## config.mk

```make
export PLATFORM = sky130hd
export DESIGN_NAME = rrmbc_ctrl
export DESIGN_NICKNAME = d
export VERILOG_FILES = /design/src/hw/rrmbc_pkg.sv /design/src/hw/rrmbc_ctrl.sv
export SDC_FILE = /design/constraint.sdc
export NUM_CORES = 1
export LEC_CHECK = 0
export BUFFER_PORTS_ARGS = -buffer_cell sky130_fd_sc_hd__buf_2
export CAP_MARGIN = 25
export CORE_UTILIZATION = 30
export DETAILED_ROUTE_END_ITERATION = 16
export GPL_TIMING_DRIVEN = 0
export SETUP_SLACK_MARGIN = 0.3
export SLEW_MARGIN = 20
export SYNTH_ARGS = -nofsm -noshare
export SYNTH_HDL_FRONTEND = slang
export SYNTH_SLANG_ARGS = --single-unit
```

## constraint.sdc

```tcl
create_clock -name sys_clk -period 3.6 [get_ports sys_clk]
set_input_delay 0.18 -clock sys_clk [delete_from_list [all_inputs] [get_ports sys_clk]]
set_output_delay 0.18 -clock sys_clk [all_outputs]
set_load 0.05 [all_outputs]
```

## src/hw/rrmbc_pkg.sv

```systemverilog
package rrmbc_pkg;

    // ----------------------------------------------------------------
    // clocking and rates
    // ----------------------------------------------------------------
    localparam int CLK_KHZ = 100000;
    localparam int CTRL_KHZ = 22008;
    localparam int ACC_W = 17;

    // ----------------------------------------------------------------
    // refresh timing
    // ----------------------------------------------------------------
    // retention is assumed; 128 rows must all be hit within it
    localparam int RETENTION_NS = 2000000;
    localparam int ROWS = 128;
    localparam int REFRESH_NS = RETENTION_NS / ROWS;
    // longest interval, so round down
    localparam int REFRESH_CYCLES_RAW = (REFRESH_NS * (CLK_KHZ / 1000)) / 1000;
    localparam int REFRESH_CYCLES =
        (REFRESH_CYCLES_RAW < 1) ? 1 : REFRESH_CYCLES_RAW;
    localparam int REF_W = 16;

    // ----------------------------------------------------------------
    // address layout
    // ----------------------------------------------------------------
    localparam int ADDR_W = 20;
    localparam int RA_W = 7;
    localparam int ROW_LSB = 1;
    localparam int COL_LSB = 8;
    localparam int SEL_MSB = 19;
    localparam int SEL_LSB = 15;
    localparam int BANK_LSB = 13;
    localparam int BANK_W = 3;
    localparam int BANKS = 8;
    localparam int WORD_LSB = 1;
    localparam int WORD_W = 12;
    localparam int BYTE_BIT = 0;
    localparam logic [4:0] RAM_SEL = 5'h00;
    localparam logic [4:0] ROM_SEL_A = 5'h1D;
    localparam logic [4:0] ROM_SEL_B = 5'h1E;
    localparam logic [ADDR_W-1:0] ROM_LO = 20'hE8000;
    localparam logic [ADDR_W-1:0] ROM_HI = 20'hF7FFF;

    // ----------------------------------------------------------------
    // controller states, gray from idle through xack
    // ----------------------------------------------------------------
    typedef enum logic [2:0] {
        ST_IDLE = 3'h0,
        ST_ROW  = 3'h1,
        ST_RAS  = 3'h3,
        ST_COL  = 3'h2,
        ST_WE   = 3'h6,
        ST_CAS  = 3'h7,
        ST_XACK = 3'h5,
        ST_REF  = 3'h4
    } rrmbc_state_t;

endpackage

```

## src/hw/rrmbc_ctrl.sv

```systemverilog
`timescale 1ns/1ps
module rrmbc_ctrl #(
    parameter int REFRESH_CYC = rrmbc_pkg::REFRESH_CYCLES,
    parameter int DATA_W = 16
) (
    input wire logic sys_clk,
    input wire logic rst,
    input wire logic [rrmbc_pkg::ADDR_W-1:0] bus_addr,
    input wire logic mem_read_n,
    input wire logic mem_write_n,
    input wire logic byte_high_en_n,
    input wire logic [DATA_W-1:0] bus_data_in,
    output logic [DATA_W-1:0] bus_data_out,
    output logic bus_data_oe,
    output logic bus_ack_out_n,
    output logic [rrmbc_pkg::RA_W-1:0] dram_addr,
    output logic dram_ras_n,
    output logic dram_cas_n,
    output logic write_en_low_byte_n,
    output logic write_en_high_byte_n,
    output logic early_ack_n,
    output logic xfer_ack_n,
    output logic ram_write_buf_en_n,
    output logic [DATA_W-1:0] ram_write_data,
    input wire logic [DATA_W-1:0] array_read_data,
    output logic array_addr_hit_n,
    output logic data_out_drive_n,
    input wire logic [DATA_W-1:0] rom_data,
    input wire logic rom_output_inhibit,
    output logic [rrmbc_pkg::BANKS-1:0] rom_bank_sel_n,
    output logic [rrmbc_pkg::WORD_W-1:0] rom_word_addr,
    output logic rom_read_active_n,
    output logic driver_gate_n
);

    // ----------------------------------------------------------------
    // state
    // ----------------------------------------------------------------
    typedef struct packed {
        logic [2:0] rd_sync;
        logic [2:0] wr_sync;
        logic rd_cmd_n;
        logic wr_cmd_n;
        logic [rrmbc_pkg::ACC_W-1:0] acc;
        logic tick;
        logic [rrmbc_pkg::REF_W-1:0] ref_timer;
        logic ref_pend;
        logic [rrmbc_pkg::RA_W-1:0] ref_ctr;
        rrmbc_pkg::rrmbc_state_t state;
        logic is_write;
        logic [rrmbc_pkg::RA_W-1:0] ra;
        logic rom_drv;
        logic [DATA_W-1:0] out_data;
    } rrmbc_regs_t;

    localparam logic [rrmbc_pkg::ACC_W-1:0] CTRL_INC =
        rrmbc_pkg::ACC_W'(rrmbc_pkg::CTRL_KHZ);
    localparam logic [rrmbc_pkg::ACC_W-1:0] CLK_MOD =
        rrmbc_pkg::ACC_W'(rrmbc_pkg::CLK_KHZ);
    localparam logic [rrmbc_pkg::REF_W-1:0] REF_LAST =
        rrmbc_pkg::REF_W'(REFRESH_CYC - 1);

    rrmbc_regs_t s_reg;
    rrmbc_regs_t s_next;

    // ----------------------------------------------------------------
    // decode helpers
    // ----------------------------------------------------------------
    // true in every step of a ram access, refresh excluded
    function automatic logic in_access(rrmbc_pkg::rrmbc_state_t st);
        in_access = (st != rrmbc_pkg::ST_IDLE) &&
            (st != rrmbc_pkg::ST_REF);
    endfunction

    // true once the named step has been reached in an access
    function automatic logic from_step(rrmbc_pkg::rrmbc_state_t st,
        rrmbc_pkg::rrmbc_state_t first);
        case (first)
            rrmbc_pkg::ST_RAS:
                from_step = in_access(st) && (st != rrmbc_pkg::ST_ROW);
            rrmbc_pkg::ST_WE:
                from_step = (st == rrmbc_pkg::ST_WE) ||
                    (st == rrmbc_pkg::ST_CAS) ||
                    (st == rrmbc_pkg::ST_XACK);
            rrmbc_pkg::ST_CAS:
                from_step = (st == rrmbc_pkg::ST_CAS) ||
                    (st == rrmbc_pkg::ST_XACK);
            default:
                from_step = in_access(st);
        endcase
    endfunction

    // a command level counts only once sync stages two and three agree,
    // so a pin moving near the clock edge cannot start half a cycle
    function automatic logic settle(logic [2:0] stages, logic held);
        if (stages[1] == stages[2]) begin
            settle = stages[2];
        end else begin
            settle = held;
        end
    endfunction

    logic [4:0] sel_bits;
    logic ram_hit;
    logic rd_req;
    logic wr_req;
    logic dec_en_a_n;
    logic dec_en_b_n;
    logic rom_dec_on;
    logic rom_win;
    logic rom_rd;
    logic [rrmbc_pkg::BANK_W-1:0] bank;
    logic [rrmbc_pkg::ACC_W-1:0] acc_sum;
    logic we_on;

    // ----------------------------------------------------------------
    // address decode
    // ----------------------------------------------------------------
    assign sel_bits = bus_addr[rrmbc_pkg::SEL_MSB:rrmbc_pkg::SEL_LSB];
    assign ram_hit = (sel_bits == rrmbc_pkg::RAM_SEL);
    assign array_addr_hit_n = ~ram_hit;
    // the address is held stable by the master before any command
    assign rd_req = ~s_reg.rd_cmd_n & ram_hit;
    assign wr_req = ~s_reg.wr_cmd_n & ram_hit;

    // ----------------------------------------------------------------
    // rom bank decode
    // ----------------------------------------------------------------
    assign dec_en_b_n = s_reg.rd_cmd_n;
    assign dec_en_a_n = ~((sel_bits == rrmbc_pkg::ROM_SEL_A) ||
        (sel_bits == rrmbc_pkg::ROM_SEL_B));
    assign rom_dec_on = ~dec_en_a_n & ~dec_en_b_n;
    assign bank = bus_addr[rrmbc_pkg::BANK_LSB +: rrmbc_pkg::BANK_W];

    // eight banks of two byte devices, 4K words each
    genvar gi;
    generate
        for (gi = 0; gi < rrmbc_pkg::BANKS; gi++) begin : g_bank
            assign rom_bank_sel_n[gi] =
                ~(rom_dec_on && (bank == rrmbc_pkg::BANK_W'(gi)));
        end
    endgenerate

    // ----------------------------------------------------------------
    // rom window and word
    // ----------------------------------------------------------------
    assign rom_word_addr =
        bus_addr[rrmbc_pkg::WORD_LSB +: rrmbc_pkg::WORD_W];
    assign rom_win = (bus_addr >= rrmbc_pkg::ROM_LO) &&
        (bus_addr <= rrmbc_pkg::ROM_HI);
    assign rom_rd = ~s_reg.rd_cmd_n & rom_win;
    assign rom_read_active_n = ~rom_rd;

    // ----------------------------------------------------------------
    // next state
    // ----------------------------------------------------------------
    always_comb begin
        s_next = s_reg;

        // ------------------------------------------------------------
        // command synchronisers
        // ------------------------------------------------------------
        // three stages; a change counts once stages two and three agree
        s_next.rd_sync = {s_reg.rd_sync[1:0], mem_read_n};
        s_next.wr_sync = {s_reg.wr_sync[1:0], mem_write_n};
        s_next.rd_cmd_n = settle(s_reg.rd_sync, s_reg.rd_cmd_n);
        s_next.wr_cmd_n = settle(s_reg.wr_sync, s_reg.wr_cmd_n);

        // ------------------------------------------------------------
        // controller rate
        // ------------------------------------------------------------
        // fractional divider gives the controller rate on average;
        // single ticks jitter by one system clock, which is harmless
        acc_sum = s_reg.acc + CTRL_INC;
        if (acc_sum >= CLK_MOD) begin
            s_next.acc = acc_sum - CLK_MOD;
            s_next.tick = 1'b1;
        end else begin
            s_next.acc = acc_sum;
            s_next.tick = 1'b0;
        end

        // ------------------------------------------------------------
        // access and refresh sequence
        // ------------------------------------------------------------
        if (s_reg.tick) begin
            case (s_reg.state)
                rrmbc_pkg::ST_IDLE: begin
                    if (rd_req || wr_req) begin
                        s_next.state = rrmbc_pkg::ST_ROW;
                        s_next.is_write = wr_req & ~rd_req;
                        s_next.ra = bus_addr[rrmbc_pkg::ROW_LSB +:
                            rrmbc_pkg::RA_W];
                    end else if (s_reg.ref_pend) begin
                        s_next.state = rrmbc_pkg::ST_REF;
                        s_next.ra = s_reg.ref_ctr;
                        s_next.ref_pend = 1'b0;
                    end
                end
                rrmbc_pkg::ST_ROW: begin
                    s_next.state = rrmbc_pkg::ST_RAS;
                end
                rrmbc_pkg::ST_RAS: begin
                    s_next.state = rrmbc_pkg::ST_COL;
                    s_next.ra = bus_addr[rrmbc_pkg::COL_LSB +:
                        rrmbc_pkg::RA_W];
                end
                rrmbc_pkg::ST_COL: begin
                    s_next.state = rrmbc_pkg::ST_WE;
                end
                rrmbc_pkg::ST_WE: begin
                    s_next.state = rrmbc_pkg::ST_CAS;
                end
                rrmbc_pkg::ST_CAS: begin
                    s_next.state = rrmbc_pkg::ST_XACK;
                    s_next.out_data = array_read_data;
                end
                rrmbc_pkg::ST_XACK: begin
                    // held until the master drops its command, so a
                    // long command cannot start a second cycle
                    if (s_reg.is_write ? s_reg.wr_cmd_n
                            : s_reg.rd_cmd_n) begin
                        s_next.state = rrmbc_pkg::ST_IDLE;
                    end
                end
                rrmbc_pkg::ST_REF: begin
                    // one tick of ras per row; the counter then moves on
                    s_next.state = rrmbc_pkg::ST_IDLE;
                    s_next.ref_ctr = s_reg.ref_ctr +
                        rrmbc_pkg::RA_W'(1);
                end
                default: begin
                    s_next.state = rrmbc_pkg::ST_IDLE;
                end
            endcase
        end

        // ------------------------------------------------------------
        // refresh timer
        // ------------------------------------------------------------
        // timer set comes after the clear above, so a set wins
        if (s_reg.ref_timer == REF_LAST) begin
            s_next.ref_timer = '0;
            s_next.ref_pend = 1'b1;
        end else begin
            s_next.ref_timer = s_reg.ref_timer +
                rrmbc_pkg::REF_W'(1);
        end

        // ------------------------------------------------------------
        // rom data path
        // ------------------------------------------------------------
        // rom data is registered with its gate so both move together;
        // inhibit is a board level on this clock, so it is not synced
        s_next.rom_drv = rom_rd & rom_output_inhibit;
        if (rom_rd) begin
            s_next.out_data = rom_data;
        end
    end

    // ----------------------------------------------------------------
    // registers
    // ----------------------------------------------------------------
    always_ff @(posedge sys_clk or posedge rst) begin
        if (rst) begin
            s_reg <= '0;
            // commands leave reset released, so no false start follows
            s_reg.rd_sync <= 3'h7;
            s_reg.wr_sync <= 3'h7;
            s_reg.rd_cmd_n <= 1'b1;
            s_reg.wr_cmd_n <= 1'b1;
            s_reg.state <= rrmbc_pkg::ST_IDLE;
        end else begin
            s_reg <= s_next;
        end
    end

    // ----------------------------------------------------------------
    // dram strobes and acknowledges
    // ----------------------------------------------------------------
    assign dram_addr = s_reg.ra;
    assign early_ack_n = ~in_access(s_reg.state);
    assign dram_ras_n = ~(from_step(s_reg.state, rrmbc_pkg::ST_RAS) ||
        (s_reg.state == rrmbc_pkg::ST_REF));
    assign dram_cas_n = ~from_step(s_reg.state, rrmbc_pkg::ST_CAS);

    // ----------------------------------------------------------------
    // byte write enables
    // ----------------------------------------------------------------
    assign we_on = from_step(s_reg.state, rrmbc_pkg::ST_WE) &
        s_reg.is_write;
    assign write_en_low_byte_n =
        ~(we_on & ~bus_addr[rrmbc_pkg::BYTE_BIT]);
    assign write_en_high_byte_n = ~(we_on & ~byte_high_en_n);
    assign xfer_ack_n = ~(s_reg.state == rrmbc_pkg::ST_XACK);

    // ----------------------------------------------------------------
    // write data buffer
    // ----------------------------------------------------------------
    assign ram_write_buf_en_n = s_reg.wr_cmd_n | ~ram_hit;
    // plain buffer, no register: the array takes it while cas is low
    assign ram_write_data = bus_data_in;

    // ----------------------------------------------------------------
    // bus acknowledge
    // ----------------------------------------------------------------
    // ack leads data by the early-ack to xack steps
    assign bus_ack_out_n = early_ack_n & rom_read_active_n;

    // ----------------------------------------------------------------
    // data to the bus
    // ----------------------------------------------------------------
    // drive stops as soon as the master drops its read command
    assign data_out_drive_n = ~(~xfer_ack_n & ~s_reg.is_write &
        ~s_reg.rd_cmd_n);
    assign driver_gate_n = ~s_reg.rom_drv;
    assign bus_data_out = s_reg.out_data;
    assign bus_data_oe = ~data_out_drive_n | ~driver_gate_n;

endmodule

```

Word-level counts from Yosys, hierarchy flattened
Cells that the tools add are included.
Word-level totals
  register bits after elaboration: 78
Operators by class
  add/subtract/negate cells: 4
  order comparisons: 3
  equality and inequality tests: 24
  muxes and demuxes: 20
  bitwise gates (word level): 38
  reductions and logical operators: 32
Operators with widths (number)
  $mux W16: 4
  $eq A3 B3 Y1 const B: 8
  $not A1 Y1: 24
  $pmux W3 S8: 1
  $mux W7: 3
  $ge A20 B20 Y1 const B: 1
  $le A20 B20 Y1 const B: 1
  $mux W19: 1
  $mux W18: 1
  $add A17 B15 Y17 const B: 1
  $ge A17 B17 Y1 const B: 1
  $sub A17 B17 Y17 const B: 1
  $add A16 B1 Y16 const B: 1
  $eq A16 B11 Y1 const B: 1
  $pmux W7 S2: 1
  $and A1 B1 Y1: 12
  $eq A3 B2 Y1 const B: 4
  $reduce_and A3 Y1: 4
  $logic_and A1 B1 Y1: 11
  $eq A5 B5 Y1 const B: 2
  $reduce_bool A2 Y1: 5
  $mux W3: 3
  $add A7 B1 Y7 const B: 1
  $eq A3 B1 Y1 const B: 2
  12 further kinds: 27

Longest topological paths before layout
  depth after elaboration: 8
  gate-level depth with buffers: 11

Worst setup path after synthesis
No wires, ideal clock.
  kind: register -> output
  start: register s_reg[27] (netlist name)
  end: output bus_data_oe
  arrival time: 2.522 ns
  path slack: 0.898 ns
  stages on the path, launching flop included: 6
  path through: dfrtp_1 -> clkbuf_1 -> nand2_1 -> or2_2 -> or3_1 -> nand2_1
Between the ends
  cells in the longest elaborated chain, start to end: 4
Ends and longest elaborated chain
  from (decl): RTL line rrmbc_ctrl.sv:63  | rrmbc_regs_t s_reg;
  from (signal assigned): RTL line rrmbc_ctrl.sv:274  | s_reg <= s_next;
  $eq A3 B3 Y1: RTL line rrmbc_ctrl.sv:295  | assign xfer_ack_n = ~(s_reg.state == rrmbc_pkg::ST_XACK);
  $and A1 B1 Y1 (2 in series): RTL line rrmbc_ctrl.sv:314  | assign data_out_drive_n = ~(~xfer_ack_n & ~s_reg.is_write &
  $or A1 B1 Y1: RTL line rrmbc_ctrl.sv:318  | assign bus_data_oe = ~data_out_drive_n | ~driver_gate_n;
  to (decl): RTL line rrmbc_ctrl.sv:14  | output logic bus_data_oe,
Every way passes these cells.

==> impl_metrics.toml <==
[synth]
synth-edff-count = 0
syn_avg_cell_area_sq_um = 9.69
synth_compound_area_share_pct = 9.50
synth_nets = 532
synth_top_family_by_area = "simple AND/OR/NAND/NOR gates"
synth_mux_area_share_pct = 8.04
synthAdderAreaFrac_pct = 2.46
synth-async-reset-ratio_pct = 100
yosysUniqueCellTypes = 57
yosysWarnings = 0
yosysSeqAreaShare_pct = 43.2
yosys_most_used_dff = "dfrtp_1"
ys_ff_latch = 75
synthSimpleGateAreaFrac_pct = 16.6
synth-xor-area-share_pct = 8.21
synthCells = 451
synthesis.area_sq_mm = 0.00437

[die]
dieArea_sq_mm = 0.0151
die_h_um = 123
die_width_um = 123
initial_core_util_pct = 31.1
num_rows = 43
ios = 146
fp.coreArea_sq_mm = 0.0140

[worst_setup_path]
worstPathMaxFanout = 9
critPathArrivalTime_ns = 3.13
crit_required_ns = 3.81
slowest_stage = "or3b_2"
crit_path_end_kind = "flop"
crit_type = "reg -> reg"
slowest_delay_ns = 0.49
startpoint_type = "flop"
r2r_start = "s_reg[56]"
startpoint = "s_reg[56]"
cp_cell_sequence = "inv_1 > ha_1 > nor4b_2 > a21oi_1 > or3b_2 > o311ai_2 > a311oi_4 > buf_4 > and3b_1 > xnor2_1"

[power]
clockPowerShare_pct = 28.5
p_per_area_mw_per_mm2 = 591
p_int_mw = 2.05
seqPwrFrac_pct = 32.6
p_sw_mw = 1.29
netSwitchingFraction_pct = 38.6
combPwrFrac_pct = 38.8
ir_drop_v = 0.000268
finalPower_mw = 3.33
p_leak_nw = 2.58

[place]
port_buffers = 128
dpl_cell_area_sq_mm = 0.00527
dp_hpwl_mm = 7.18
gp_congestion = 0.756
placed_cells = 760
post-place-ws_ns = 0.271

[sta]
finalCritPeriodShare_pct = 81.0
fmax_mhz = 343
skew_ns = 0.00649
hold-worst-slack_ns = 0.0696
tightest_slew_ns = 0.756
fin_ws_ns = 0.685
rsz0062_at_grt = "false"
finalSetupViolations = 0
max_slew_margin_pct = 49.2
period_needed_ns = 2.91
drv_slew = 0
fin_tns_setup_ns = 0
final-hold-violation-count = 0

[outcome]
status = "finished, final reports clean"

[drt]
drc_errors = 0
vias = 3541
wl_per_cell_um = 11.9
vias_per_cell = 4.53
wl_mm = 9.32
ant_nets = 0
dr.pass1.iters = 4
dr.first_iter.drc_count = 166

[clock_network]
clock_path_buffers = 2
cts_tree = "built"
htree_levels = 3
clkTransAtPathRegs_ns = 0.05
cts_buffers = 9
clk_latency_ns = 0.33
ctsRootBufferMaster = "clkbuf_16"
clock-sinks = 75

[grt]
grt_max_degree = 44
antenna_found_initial = 0
gr-total-overflow = 0
grt_pass1_wl_mm = 15.0
grt_util_all_layers_pct = 12.7
grt_pass1_vias = 3369

[final_layout]
utilization_pct = 40.2
area_growth_syn_to_layout_pct = 29.1
drive_gt1_share_pct = 38.3
largest_register_ffs = 46
finalNonFillerCells = 781
antennaDiodeCount = 0
nNetsFinal = 677
finalInstanceArea_sq_mm = 0.00565

[job]
cap_violations = 0

[min_path]
min_from = "rom_output_inhibit"
worstHoldPathType = "in -> reg"
[worst max-delay path, delay by kind of cell, from the launching register on]
| family | cells | cell delay (ns) |
|---|---|---|
| and+or+nand+nor | 3 | 1.10 |
| xor gates and xnor gates | 1 | 0.11 |
| adders and majority gates | 1 | 0.29 |
| buffers and inverters | 2 | 0.30 |
| AOI/OAI and AO/OA | 3 | 0.55 |
| DFF | 1 | 0.44 |
[cell usage after synthesis, types with 10 or more instances]
cell type  number  area share, %
dfrtp_1        67             38
buf_4          51            8.8
nor2_1         51            4.4
a21oi_1        32            3.7
nand2_1        27            2.3
xnor2_1        26            5.2
mux2i_1        25            5.7
clkbuf_1       16            1.4
inv_1          15            1.3
xor2_1         15            3.0
nand3_1        11            1.3
o21ai_0        10            1.1
[metal layers]
layer	global-route usage (%)	vias to the layer above	share of wire, %
met2	22.4	103	49
met1	14.8	1650	44
met5	0	-	0
met4	5.95	0	1.5
met3	2.28	11	5.4
li1	-	1777	-
[area by class of cell]
class,count,area [sq um]
buffer,70,469
timing repair buffer,134,713
clock inverter,4,73.8
sequential,75,1890
tap,180,225
fill,1381,8400
clock buffer,12,246
inverter,15,58.8
multi-input combinational,291,1970
[power groups by stage]
| stage | combinational (mW) | sequential [mW] | clock [mW] |
|---|---|---|---|
| global placement | 1.28 | 1.10 | 0 |
| detailed placement | 1.30 | 1.10 | 0 |
| CTS | 1.31 | 1.09 | 0.977 |
| finish | 1.29 | 1.09 | 0.952 |
| global route | 1.38 | 1.11 | 1.01 |
| floorplan | 1.06 | 1.08 | 0 |
[cells by family after synthesis]
| kind of cell | count (synthesis) |
|---|---|
| buf+inv | 85 |
| xor+xnor | 41 |
| mux | 34 |
| flops | 75 |
| compound gates | 63 |
| fa+ha+maj | 9 |
| simple gates | 144 |
[worst paths after layout]
path,endpoint,slack [ns],cells after the start
min,s_reg[16],0.07,2
max,s_reg[61],0.69,10
min reg2reg,s_next[77],0.35,0
max in group asynchronous,s_reg[74],2.59,4
min in group asynchronous,bus_data_out[4],0.41,3
max reg2reg,s_reg[61],0.69,10
[cells in the final DEF, fill, tap and decap left out, types with 5 or more instances in the layout]
cell type,instances
nand3_1,11
ha_1,7
nor2_1,51
a21oi_1,32
buf_2,128
or2_2,5
inv_1,14
dfrtp_1,67
clkbuf_16,9
buf_4,53
xnor2_1,26
nor3_1,5
mux2_2,9
dfstp_2,8
nand4_1,5
nand2_1,27
clkbuf_1,18
o21ai_0,10
xor2_1,15
mux2i_1,25
[repair_timing]
item                                    CTS  global route
buffers inserted                          0             2
resized for setup                         1             0
hold buffers                              3             0
pin swaps                                 0             1
endpoints found under the setup margin    6             7
endpoints found under the hold margin    29             0
No activity file was read; power rests on OpenSTA's default activity.
